File: src/rtcr_cfg.svh
// constants for the clock and calendar register block
`ifndef RTCR_CFG_SVH
`define RTCR_CFG_SVH
// Behaviour
// - block every data-port access while an external bus master owns the bus; index writes still latch
// - with the secure lock active, refuse indices 38-3f only
// - decode 128 indices: 00-09 time, 0a-0d control, 0e-7f ram
// - all readable; c, d, a bit 7 and seconds bit 7 not writable
// - time, calendar and alarm bytes kept and advanced in bcd
// - 12-hour hours count 01-12 with top bit marking pm
// - update once per second; 2ms window ignores clock-byte writes
// - each update compares seconds, minutes, hours with alarm bytes
// - alarm byte with both top bits set matches any value
// - general ram never altered by the clock, accessible unless bus master or secure lock refuses it
// - control and status registers accessible at all times except while a bus master owns the bus
// - update pending rises 244us before update, holds through it
// - writing one to update halt clears update pending at once
// - register a: pending b7 read only, divider b6-b4, rate b3-b0
// - divider codes 000, 001, 010 run; other codes hold divider reset
// - index written on port 070 bits 6-0; data through port 071
// - update halt suppresses and aborts updates; clearing resumes
// - hour-format bit one means 24-hour form for both hour bytes
`define RTCR_IDX_SEC      7'h00
`define RTCR_IDX_SEC_AL   7'h01
`define RTCR_IDX_MIN      7'h02
`define RTCR_IDX_MIN_AL   7'h03
`define RTCR_IDX_HR       7'h04
`define RTCR_IDX_HR_AL    7'h05
`define RTCR_IDX_WDAY     7'h06
`define RTCR_IDX_DATE     7'h07
`define RTCR_IDX_MONTH    7'h08
`define RTCR_IDX_YEAR     7'h09
`define RTCR_IDX_REG_A    7'h0a
`define RTCR_IDX_REG_B    7'h0b
`define RTCR_IDX_REG_C    7'h0c
`define RTCR_IDX_REG_D    7'h0d
`define RTCR_IDX_RAM_LO   7'h0e
`define RTCR_IDX_SECURE_LO 7'h38
`define RTCR_IDX_SECURE_HI 7'h3f
`define RTCR_PORT_INDEX   10'h070
`define RTCR_PORT_DATA    10'h071
`define RTCR_BIT_PEND     7
`define RTCR_BIT_HALT     7
`define RTCR_BIT_H24      1
`define RTCR_BIT_PM       7
`define RTCR_DIV_4M       3'h0
`define RTCR_DIV_1M       3'h1
`define RTCR_DIV_32K      3'h2
`define RTCR_DONT_CARE    2'h3
`define RTCR_NO_DATA      8'hff
`define RTCR_CLK_HZ       40000000
`define RTCR_UPD_US       2000
`define RTCR_PEND_US      244
// both cycle counts use whole clock cycles per microsecond, truncated the same way
`define RTCR_UPD_CYC      ((`RTCR_CLK_HZ / 1000000) * `RTCR_UPD_US)
`define RTCR_PEND_CYC     ((`RTCR_CLK_HZ / 1000000) * `RTCR_PEND_US)
`endif

File: src/rtcr_pkg.sv
// types for the clock and calendar register block
package rtcr_pkg;
	typedef enum logic [1:0] {ST_IDLE, ST_PEND, ST_UPD} rtcr_phase_t;
	// one host cycle on the index/data port pair
	typedef struct packed {
		logic [9:0] addr;
		logic [7:0] wdata;
		logic       wr;
		logic       rd;
	} rtcr_io_t;
	// clock and calendar bytes as kept in storage
	typedef struct packed {
		logic [7:0] sec;
		logic [7:0] min;
		logic [7:0] hr;
		logic [7:0] wday;
		logic [7:0] date;
		logic [7:0] month;
		logic [7:0] year;
	} rtcr_time_t;
endpackage

File: src/rtcr_core.sv
// clock, calendar, alarm and ram behind the index/data port pair
`timescale 1ns/1ps
`default_nettype none
`include "rtcr_cfg.svh"
module rtcr_core #(
	parameter int SEC_CYC = `RTCR_CLK_HZ,   // cycles per second tick
	parameter int UPD_CYC = `RTCR_UPD_CYC,
	parameter int PEND_CYC = `RTCR_PEND_CYC
) (
	// clock and reset
	input  wire logic           i_mclk,
	input  wire logic           i_resetn,
	// host port pair
	input  wire rtcr_pkg::rtcr_io_t i_io,
	input  wire logic           i_bus_master_n,
	input  wire logic           i_secure_area_lock,
	// answers
	output var  logic [7:0]     o_rdata,
	output var  logic           o_rvalid,
	output var  logic           o_alarm,
	output var  logic           o_update_pending_flag
);
	import rtcr_pkg::*;

	initial begin
		if (SEC_CYC <= PEND_CYC + UPD_CYC || UPD_CYC < 1 || PEND_CYC < 1)
			$error("rtcr_core: second too short for pending lead and update");
	end

	typedef struct packed {
		logic [1:0]   rst_sync;
		logic [6:0]   index;
		rtcr_time_t   tm;
		logic [7:0]   sec_al;
		logic [7:0]   min_al;
		logic [7:0]   hr_al;
		logic [6:0]   reg_a;
		logic [7:0]   reg_b;
		logic [3:0]   reg_c;
		rtcr_phase_t  phase;
		logic [31:0]  sec_cnt;
		logic [31:0]  upd_cnt;
		logic         pend;
		logic [7:0]   rdata;
		logic         rvalid;
		logic         alarm;
	} rtcr_state_t;

	rtcr_state_t s_r;
	rtcr_state_t s_nxt;
	logic [7:0]  ram_r [`RTCR_IDX_RAM_LO:127];
	logic [1:0]  rst_q_r;
	logic        rstn_int;

	// reset release through two flip-flops
	always_ff @(posedge i_mclk or negedge i_resetn) begin
		if (!i_resetn) begin
			rst_q_r <= 2'h0;
		end else begin
			rst_q_r <= {rst_q_r[0], 1'b1};
		end
	end
	assign rstn_int = rst_q_r[1];

	// bcd increment with wrap to a given low value past a given high value
	function automatic logic [7:0] bcd_inc(input logic [7:0] v, input logic [7:0] hi,
	                                        input logic [7:0] lo, output logic wrap);
		logic [7:0] r;
		r = 8'h00;
		wrap = (v >= hi);
		if (wrap)
			r = lo;
		else if (v[3:0] >= 4'h9)
			r = {v[7:4] + 4'h1, 4'h0};
		else
			r = {v[7:4], v[3:0] + 4'h1};
		return r;
	endfunction

	// alarm byte match, don't-care when both top bits are set
	function automatic logic al_match(input logic [7:0] al, input logic [7:0] v);
		return (al[7:6] == `RTCR_DONT_CARE) || (al == v);
	endfunction

	// last date of a month, bcd, including leap february
	function automatic logic [7:0] month_end(input logic [7:0] m, input logic [7:0] y);
		logic [7:0] d;
		d = 8'h31;
		unique case (m)
			8'h04, 8'h06, 8'h09, 8'h11: d = 8'h30;
			8'h02: d = (y[4] ? (y[3:0] == 4'h2 || y[3:0] == 4'h6)
			                 : (y[3:0] == 4'h0 || y[3:0] == 4'h4 || y[3:0] == 4'h8))
			                ? 8'h29 : 8'h28;
			default: d = 8'h31;
		endcase
		return d;
	endfunction

	logic        is_clk_byte;
	logic        refused;
	logic        on_data;
	logic        div_run;
	logic [6:0]  idx;
	rtcr_time_t  t;
	logic        w0, w1, w2, w3, w4, w5;
	logic        pm;
	logic [7:0]  hv;
	logic [7:0]  rd;
	// flag bits raised by this cycle's update, kept when a read clears the rest
	logic [3:0]  flag_set;

	// one next-state process for port decode, update sequencing and flags
	// reads and writes see the registered index, so a data cycle right after
	// an index write already uses the new index
	always_comb begin
		s_nxt = s_r;
		s_nxt.rst_sync = 2'h0;
		s_nxt.rvalid = 1'b0;
		s_nxt.alarm = 1'b0;
		flag_set = 4'h0;
		idx = s_r.index;
		t = s_r.tm;
		{w0, w1, w2, w3, w4, w5} = 6'h00;
		pm = 1'b0;
		hv = 8'h00;
		rd = 8'h00;
		on_data = (i_io.addr == `RTCR_PORT_DATA);
		is_clk_byte = (idx < `RTCR_IDX_REG_A);
		// data accesses refused under a bus master, and 38-3f under the secure lock
		refused = !i_bus_master_n
		       || (i_secure_area_lock && idx >= `RTCR_IDX_SECURE_LO
		           && idx <= `RTCR_IDX_SECURE_HI);
		div_run = (s_r.reg_a[6:4] == `RTCR_DIV_4M) || (s_r.reg_a[6:4] == `RTCR_DIV_1M)
		       || (s_r.reg_a[6:4] == `RTCR_DIV_32K);

		// index latch on port 070, bits 6-0 only
		if (i_io.wr && i_io.addr == `RTCR_PORT_INDEX)
			s_nxt.index = i_io.wdata[6:0];

		// second tick and update sequencing
		if (!div_run || s_r.reg_b[`RTCR_BIT_HALT]) begin
			s_nxt.phase = ST_IDLE;
			s_nxt.pend = 1'b0;
			s_nxt.upd_cnt = 32'h0;
			if (!div_run)
				s_nxt.sec_cnt = 32'h0;
		end else begin
			s_nxt.sec_cnt = (s_r.sec_cnt >= 32'(SEC_CYC - 1)) ? 32'h0 : s_r.sec_cnt + 32'h1;
			unique case (s_r.phase)
				ST_IDLE: if (s_r.sec_cnt == 32'(SEC_CYC - PEND_CYC - UPD_CYC)) begin
					s_nxt.phase = ST_PEND;
					s_nxt.pend = 1'b1;
				end
				ST_PEND: if (s_r.sec_cnt == 32'(SEC_CYC - UPD_CYC)) begin
					s_nxt.phase = ST_UPD;
					s_nxt.upd_cnt = 32'h0;
					// advance the clock at the start of the window
					t.sec = bcd_inc(s_r.tm.sec, 8'h59, 8'h00, w0);
					if (w0)
						t.min = bcd_inc(s_r.tm.min, 8'h59, 8'h00, w1);
					if (w0 && w1) begin
						if (s_r.reg_b[`RTCR_BIT_H24]) begin
							t.hr = bcd_inc(s_r.tm.hr, 8'h23, 8'h00, w2);
						end else begin
							pm = s_r.tm.hr[`RTCR_BIT_PM];
							hv = bcd_inc({1'b0, s_r.tm.hr[6:0]}, 8'h12, 8'h01, w5);
							if (hv == 8'h12)
								pm = !pm;
							w2 = (hv == 8'h12) && pm == 1'b0;
							t.hr = {pm, hv[6:0]};
						end
					end
					if (w0 && w1 && w2) begin
						t.wday = bcd_inc(s_r.tm.wday, 8'h07, 8'h01, w5);
						t.date = bcd_inc(s_r.tm.date, month_end(s_r.tm.month, s_r.tm.year),
						                 8'h01, w3);
						if (w3)
							t.month = bcd_inc(s_r.tm.month, 8'h12, 8'h01, w4);
						if (w3 && w4)
							t.year = bcd_inc(s_r.tm.year, 8'h99, 8'h00, w5);
					end
					s_nxt.tm = t;
					if (al_match(s_r.sec_al, t.sec) && al_match(s_r.min_al, t.min)
					    && al_match(s_r.hr_al, t.hr)) begin
						s_nxt.alarm = 1'b1;
						s_nxt.reg_c[1] = 1'b1;
						flag_set[1] = 1'b1;
					end
					s_nxt.reg_c[0] = 1'b1;
					flag_set[0] = 1'b1;
				end
				ST_UPD: begin
					s_nxt.upd_cnt = s_r.upd_cnt + 32'h1;
					if (s_r.upd_cnt >= 32'(UPD_CYC - 1)) begin
						s_nxt.phase = ST_IDLE;
						s_nxt.pend = 1'b0;
					end
				end
				default: s_nxt.phase = ST_IDLE;
			endcase
		end

		// data port read
		if (i_io.rd && on_data) begin
			s_nxt.rvalid = 1'b1;
			if (refused) begin
				rd = `RTCR_NO_DATA;
			end else begin
				unique case (idx)
					`RTCR_IDX_SEC:    rd = {1'b0, s_r.tm.sec[6:0]};
					`RTCR_IDX_SEC_AL: rd = s_r.sec_al;
					`RTCR_IDX_MIN:    rd = s_r.tm.min;
					`RTCR_IDX_MIN_AL: rd = s_r.min_al;
					`RTCR_IDX_HR:     rd = s_r.tm.hr;
					`RTCR_IDX_HR_AL:  rd = s_r.hr_al;
					`RTCR_IDX_WDAY:   rd = s_r.tm.wday;
					`RTCR_IDX_DATE:   rd = s_r.tm.date;
					`RTCR_IDX_MONTH:  rd = s_r.tm.month;
					`RTCR_IDX_YEAR:   rd = s_r.tm.year;
					`RTCR_IDX_REG_A:  rd = {s_r.pend, s_r.reg_a};
					`RTCR_IDX_REG_B:  rd = s_r.reg_b;
					`RTCR_IDX_REG_C:  rd = {s_r.reg_c, 4'h0};
					`RTCR_IDX_REG_D:  rd = 8'h80;
					default:          rd = ram_r[idx];
				endcase
				// reading the flag register clears it; a same-cycle set still wins
				// the clear drops only old flags, so an event in the same cycle survives
				if (idx == `RTCR_IDX_REG_C)
					s_nxt.reg_c = flag_set;
			end
			s_nxt.rdata = rd;
		end

		// data port write; clock bytes closed during the update window
		if (i_io.wr && on_data && !refused
		    && !(is_clk_byte && s_r.phase == ST_UPD)) begin
			unique case (idx)
				`RTCR_IDX_SEC:    s_nxt.tm.sec = {1'b0, i_io.wdata[6:0]};
				`RTCR_IDX_SEC_AL: s_nxt.sec_al = i_io.wdata;
				`RTCR_IDX_MIN:    s_nxt.tm.min = i_io.wdata;
				`RTCR_IDX_MIN_AL: s_nxt.min_al = i_io.wdata;
				`RTCR_IDX_HR:     s_nxt.tm.hr = i_io.wdata;
				`RTCR_IDX_HR_AL:  s_nxt.hr_al = i_io.wdata;
				`RTCR_IDX_WDAY:   s_nxt.tm.wday = i_io.wdata;
				`RTCR_IDX_DATE:   s_nxt.tm.date = i_io.wdata;
				`RTCR_IDX_MONTH:  s_nxt.tm.month = i_io.wdata;
				`RTCR_IDX_YEAR:   s_nxt.tm.year = i_io.wdata;
				`RTCR_IDX_REG_A:  s_nxt.reg_a = i_io.wdata[6:0];
				`RTCR_IDX_REG_B: begin
					s_nxt.reg_b = i_io.wdata;
					if (i_io.wdata[`RTCR_BIT_HALT]) begin
						s_nxt.pend = 1'b0;
						s_nxt.phase = ST_IDLE;
					end
				end
				default: ; // c and d writes dropped, ram written elsewhere
			endcase
		end
		s_nxt.rst_sync = 2'h0;
	end

	// ram array written outside the state struct: no reset, as battery-backed storage
	always_ff @(posedge i_mclk) begin
		if (i_io.wr && i_io.addr == `RTCR_PORT_DATA && i_bus_master_n
		    && !(i_secure_area_lock && s_r.index >= `RTCR_IDX_SECURE_LO
		         && s_r.index <= `RTCR_IDX_SECURE_HI)
		    && s_r.index >= `RTCR_IDX_RAM_LO) begin
			ram_r[s_r.index] <= i_io.wdata;
		end
	end

	// state register; the divider and rate field is left out of reset on purpose,
	// so a board reset does not stop or retune the running divider
	// limitation: that field powers up unknown until software writes it once
	always_ff @(posedge i_mclk or negedge rstn_int) begin
		if (!rstn_int) begin
			s_r.rst_sync <= 2'h0;
			s_r.index <= 7'h00;
			s_r.tm <= '0;
			s_r.sec_al <= 8'h00;
			s_r.min_al <= 8'h00;
			s_r.hr_al <= 8'h00;
			s_r.reg_b <= 8'h00;
			s_r.reg_c <= 4'h0;
			s_r.phase <= ST_IDLE;
			s_r.sec_cnt <= 32'h0;
			s_r.upd_cnt <= 32'h0;
			s_r.pend <= 1'b0;
			s_r.rdata <= 8'h00;
			s_r.rvalid <= 1'b0;
			s_r.alarm <= 1'b0;
		end else begin
			s_r <= s_nxt;
		end
	end

	// every output is a field of the registered state
	assign o_rdata = s_r.rdata;
	assign o_rvalid = s_r.rvalid;
	assign o_alarm = s_r.alarm;
	assign o_update_pending_flag = s_r.pend;
endmodule
`default_nettype wire

File: config.mk
export PLATFORM = sky130hd
export DESIGN_NAME = rtcr_core
export DESIGN_NICKNAME = d
export VERILOG_FILES = /design/src/rtcr_pkg.sv /design/src/rtcr_core.sv
export VERILOG_INCLUDE_DIRS = /design/src
export SDC_FILE = /design/constraint.sdc
export NUM_CORES = 1
export LEC_CHECK = 0
export ABC_AREA = 0
export BUFFER_PORTS_ARGS = -buffer_cell sky130_fd_sc_hd__buf_2
export CAP_MARGIN = 10
export CORE_MARGIN = 5
export CORE_UTILIZATION = 45
export DETAILED_ROUTE_END_ITERATION = 6
export GPL_TIMING_DRIVEN = 0
export PLACE_DENSITY_LB_ADDON = 0.08
export SKIP_CTS_REPAIR_TIMING = 1
export SLEW_MARGIN = 0
export SYNTH_ARGS = -nofsm -noshare
export SYNTH_HDL_FRONTEND = slang
export SYNTH_SLANG_ARGS = --single-unit
File: constraint.sdc
create_clock -name i_mclk -period 8.6 [get_ports i_mclk]
set_input_delay 1.72 -clock i_mclk [delete_from_list [all_inputs] [get_ports i_mclk]]
set_output_delay 1.72 -clock i_mclk [all_outputs]
set_load 0.1 [all_outputs]
---- Yosys cells after proc, flatten, opt, wreduce, memory -nomap -nowiden ----
Memories as Yosys holds them, arrays and structs flattened.
Index checks and enable logic that the tools add are counted.
storage, ports and cells
  memories kept ........................... 1
  bits in writable memories ............... 912
  bits of input ports ..................... 24
  word-level logic and storage cells ...... 261
  flip-flop bits (word level) ............. 183
  output and inout port bits .............. 11
cells by class
  $lt $le $gt $ge ......................... 21
  equality and inequality tests ........... 39
  muxes and demuxes ....................... 115
  add/subtract/negate cells ............... 17
  bitwise logic cells ..................... 1
  reduce and logical (&&, ||, !) cells .... 45
memories
  memory  words  width  rd ports  clocked after memory_dff  write ports  line             RTL
  ram_r   114    8      1         0                         1            rtcr_core.sv:51  logic [7:0] ram_r [`RTCR_IDX_RAM_LO:127];
operators by type and width
  cell                   count
  $mux 8                 51
  $mux 56                3
  $mux 32                4
  $pmux 8 s14            1
  $mux 95                1
  $mux 67                1
  $add 32x1->32 const B  2
  $eq 32x26->1 const B   2
  $pmux 32 s2            1
  $add 4x1->4 const B    14
  $eq 7x4->1 const B     6
  $mux 1                 35
  $ge 32x17->1 const B   1
  $ge 32x26->1 const B   1
  $eq 7x3->1 const B     4
  $ge 4x4->1 const B     7
  $mux 2                 13
  $eq 8x8->1             3
  $eq 10x7->1 const B    2
  $logic_and 1x1->1      17
  $eq 8x3->1 const B     2
  $eq 8x5->1 const B     2
  $ge 8x7->1 const B     2
  $eq 7x2->1 const B     2
  other kinds (39)       61

---- Logic depth before layout (Yosys ltp) ----
  depth in word-level cells ............... 44
  gate-level depth with buffers ........... 16

---- Worst setup path after synthesis ----
Ideal clock, no wire load.
  path kind ............................... register -> register
  start point ............................. register rst_q_r[1]
  end point ............................... register s_r[89] in the netlist's numbering, enable pin
  arrival ................................. 4.810 ns
  required time ........................... 8.270 ns
  path slack .............................. 3.460 ns
  cell stages (with the launch flop) ...... 2
  buffers on the path ..................... 0
  path through ............................ dfrtp_1 > and3_1
on the way
  word-level cells in the longest chain between the ends .. 1
RTL lines
  what                        line              RTL
  start, declared             rtcr_core.sv:52   logic [1:0] rst_q_r;
  start signal, assigned      rtcr_core.sv:60   rst_q_r <= {rst_q_r[0], 1'b1};
  $reduce_and 3->1 (no line)  --
  end signal, assigned        rtcr_core.sv:293  s_r <= s_nxt;
  end, declared               rtcr_core.sv:49   rtcr_state_t s_r;
No other way between the ends.
A chain may end at the register's enable or synchronous reset.

---- Worst setup path in the final report ----
  start point ............................. register s_r, in the netlist idx[2]
  end point ............................... memory ram_r[85][4], enable pin
on the way
  word-level cells in the longest chain between the ends .. 8
  elaborated cells between the ends (all ways) .. 10
RTL lines
  what                                      line              RTL
  $ge 7x6->1 (no line)                      --
  $logic_and 1x1->1 (no line) (2 in a row)  --
  $logic_not 1->1                           rtcr_core.sv:265  && !(i_secure_area_lock && s_r.index >= `RTCR_IDX_SECURE_LO
  $logic_and 1x1->1                         rtcr_core.sv:264  if (i_io.wr && i_io.addr == `RTCR_PORT_DATA && i_bus_master_n
  $logic_and 1x1->1 (no line)               --
  $mux 1                                    rtcr_core.sv:264
  $mux 1 (implied by the code)              rtcr_core.sv:268  ram_r[s_r.index] <= i_io.wdata;
  end, declared                             rtcr_core.sv:51
Parallel ways exist; a longest one is shown, timed or not.

==> impl_metrics.py <==
metrics = {
    "worst_hold_path": {
        "hold_path_class": "flop to flop",
        "hold-path-cell-count": 0,
        "min_from": "rst_q_r[0]$_DFF_PN0_",
        "hold_path_end": "rst_q_r[1]$_DFF_PN0_",
    },
    "critical_path": {
        "startpoint_type": "flop",
        "critPathRequiredTime_ps": 8920,
        "reg2reg_depth": 8,
        "rr_startpoint": "idx[2]$_DFFE_PN0P_",
        "worstPathArrival_ps": 6740,
        "endpoint_kind": "flop",
        "crit_fanout": 10,
        "rrSetupSlack_ps": 2190,
        "critPathKind": "flop to flop",
        "r2r-end": "ram_r[85][4]$_DFFE_PP_",
    },
    "yosys": {
        "synth_area_leader_cell": "edfxtp_1",
        "synth.top_cell.area_share": 0.587,
        "seq_area_frac_synth": 0.681,
        "synth_fp_nets": 3023,
        "async_flop_share": 0.161,
        "yosysUniqueCellTypes": 80,
        "synth-edff-count": 919,
        "post_synth_inst_count": 2951,
        "ys_warn_count": 0,
        "synth.most_common_cell": "edfxtp_1",
        "synth_ff_type": "edfxtp_1",
        "syn_avg_cell_area_um2": 15.9,
        "synth_common_cells": "edfxtp_1, mux4_2, nor2_1",
        "ys_ff_latch": 1095,
        "syn_area_um2": 47000,
        "synthTopCellsByArea": "edfxtp_1, mux4_2, dfrtp_1, nor2_1, nand2_1",
    },
    "timing": {
        "fin_crit_ps": 6410,
        "fin_skew_ps": 17.7,
        "fin_setup_tns_ps": 0,
        "max_freq_mhz": 156,
        "holdWs_ps": 355,
        "setup_viol": 0,
        "rsz0062_at_grt": "no",
        "maxSlewViolCount": 0,
        "max_slew_margin": 0.0633,
        "worst_slew_pin_slew_ps": 1410,
        "layout_setup_ws_ps": 2190,
        "hold_violations": 0,
        "fin_crit_sh": 0.746,
    },
    "clocking": {
        "htreeDepth": 3,
        "numCtsBuffers": 115,
        "clk_pin_slew_ps": 60,
        "clock_latency_ps": 700,
        "cts_tree": "built",
        "clockBufferDepth": 3,
        "clk_root_buffer_cell": "clkbuf_16",
        "clock_sinks": 1095,
    },
    "floorplanning": {
        "core_um2": 104000,
        "die_w_um": 333,
        "die_area_um2": 111000,
        "ios": 35,
        "rows": 118,
        "start_util": 0.454,
        "die_y_um": 333,
    },
    "routing": {
        "wire_per_inst_um": 34.2,
        "drcViolationCount": 0,
        "drt-total-wl_um": 158000,
        "firstDrtPassIters": 6,
        "ant_nets": 0,
        "first_iter_violations": 3637,
        "vias_per_cell": 6.35,
        "dr_total_vias": 29300,
    },
    "power": {
        "p_int_w": 0.00864,
        "p_switching_w": 0.00236,
        "p_sw_frac": 0.215,
        "ir_worst_vdd_uv": 159,
        "cellPowerDensity_nw_per_um2": 207,
        "power_frac_comb": 0.030,
        "leakage_nw": 17.7,
        "power_frac_seq": 0.524,
        "clockPowerShare": 0.446,
    },
    "final_layout": {
        "multi_input_area_um2": 14100,
        "drive_gt1_frac": 0.191,
        "antenna_cells": 0,
        "fin_area_um2": 53300,
        "nets": 3207,
        "fin_util": 0.514,
        "ff_latch_area_um2": 32000,
        "n_fill_cell": 8608,
        "area_delta_synth_final_pct": 13.3,
    },
    "placement": {
        "gp_congestion": 0.963,
        "dpl_cell_area_um2": 49600,
        "place_hpwl_um": 108000,
        "detailedPlace.worstSlack_ps": 2440,
        "port_buffers": 34,
    },
    "global_route": {
        "grt_pass1_vias": 28600,
        "grt_pass1_wl_um": 221000,
        "grtUsageTotal": 0.280,
        "grt_max_degree": 85,
        "grt_overflow_total": 0,
        "antenna_found_initial": 3,
    },
    "outcome": {
        "outcome": "finished clean",
    },
    "flow_run": {
        "cap_violations": 0,
    },
}
-- per-stage QoR --
stage          power [W]  cells
5_1_grt           0.0113   4613
6_report          0.0110   4613
2_1_floorplan    0.00599   2951
4_1_cts           0.0110   4611
3_5_place_dp     0.00620   4396
3_3_place_gp     0.00618   4365
-- worst max-delay path by stage --
stage / startpoint / depth (start not counted) / slack, ps / end
2_1_floorplan: rst_q_r[1]$_DFF_PN0_ / 0 / 3320 / idx[0]$_DFFE_PN0P_
3_3_place_gp: rst_q_r[1]$_DFF_PN0_ / 0 / 1060 / s_r[160]$_DFF_PN0_
5_1_grt: idx[2]$_DFFE_PN0P_ / 8 / 2260 / ram_r[85][2]$_DFFE_PP_
6_report: idx[2]$_DFFE_PN0P_ / 8 / 2190 / ram_r[85][4]$_DFFE_PP_
3_5_place_dp: idx[2]$_DFFE_PN0P_ / 8 / 2440 / ram_r[85][7]$_DFFE_PP_
4_1_cts: idx[2]$_DFFE_PN0P_ / 8 / 2420 / ram_r[85][2]$_DFFE_PP_
-- placed cells by master (no fill, tap or decap), drive strengths merged, types with 46 or more instances in the layout --
master | netlist | routed
clkbuf | 93 | 243
ha | 48 | 48
clkinv | 0 | 46
mux4 | 260 | 260
nand3 | 59 | 59
buf | 77 | 143
edfxtp | 919 | 919
o21ai | 152 | 152
mux2i | 47 | 47
dfrtp | 176 | 176
nand2 | 200 | 200
nor2 | 254 | 254
inv | 48 | 56
a21oi | 111 | 111
-- power groups by stage --
stage | registers, W | clock network, W | logic (W)
6_report | 0.00576 | 0.00491 | 0.000329
5_1_grt | 0.00576 | 0.00519 | 0.000341
4_1_cts | 0.00576 | 0.00496 | 0.000328
3_3_place_gp | 0.00589 | 0 | 0.000287
2_1_floorplan | 0.00588 | 0 | 0.000109
3_5_place_dp | 0.00587 | 0 | 0.000328
-- worst max-delay path, stage by stage (launching register included) --
cell,delay [ps]
dfrtp_1,440
buf_1,980
buf_2,660
buf_1,530
buf_8,260
clkbuf_1,880
nand2_1,640
clkbuf_1,640
nor2_1,940
-- cell type report --
cell class / count / share of cell area
multi-input cells: 1638 / 0.265
clock buffers: 149 / 0.0587
flip-flops and latches: 1095 / 0.601
plain buffers: 170 / 0.0138
clock inverters: 66 / 0.0104
well taps: 1380 / 0.0324
inverters: 48 / 0.00338
repair buffers: 67 / 0.0152
-- cell families after synthesis --
logic type      share of synthesized area
xor+xnor                          0.00447
fa+ha+maj                          0.0128
simple gates                       0.0756
buf+inv                            0.0193
other cells                     0.0000798
mux                                 0.145
compound gates                     0.0623
flops                               0.681
-- registers in the layout, summed over array words and instances (netlist names) --
name,count
ram_r,912
idx,7
o_rvalid,1
rst_q_r,2
s_r,163
o_rdata,8
o_update_pending_flag,1
o_alarm,1
-- metal layers --
metal / track usage / wire length [um]
met3: 0.0567 / 13500
met5: 0 / 7
met2: 0.447 / 74400
met1: 0.388 / 63700
met4: 0.101 / 6300
Power figures use the tool's default switching activity.
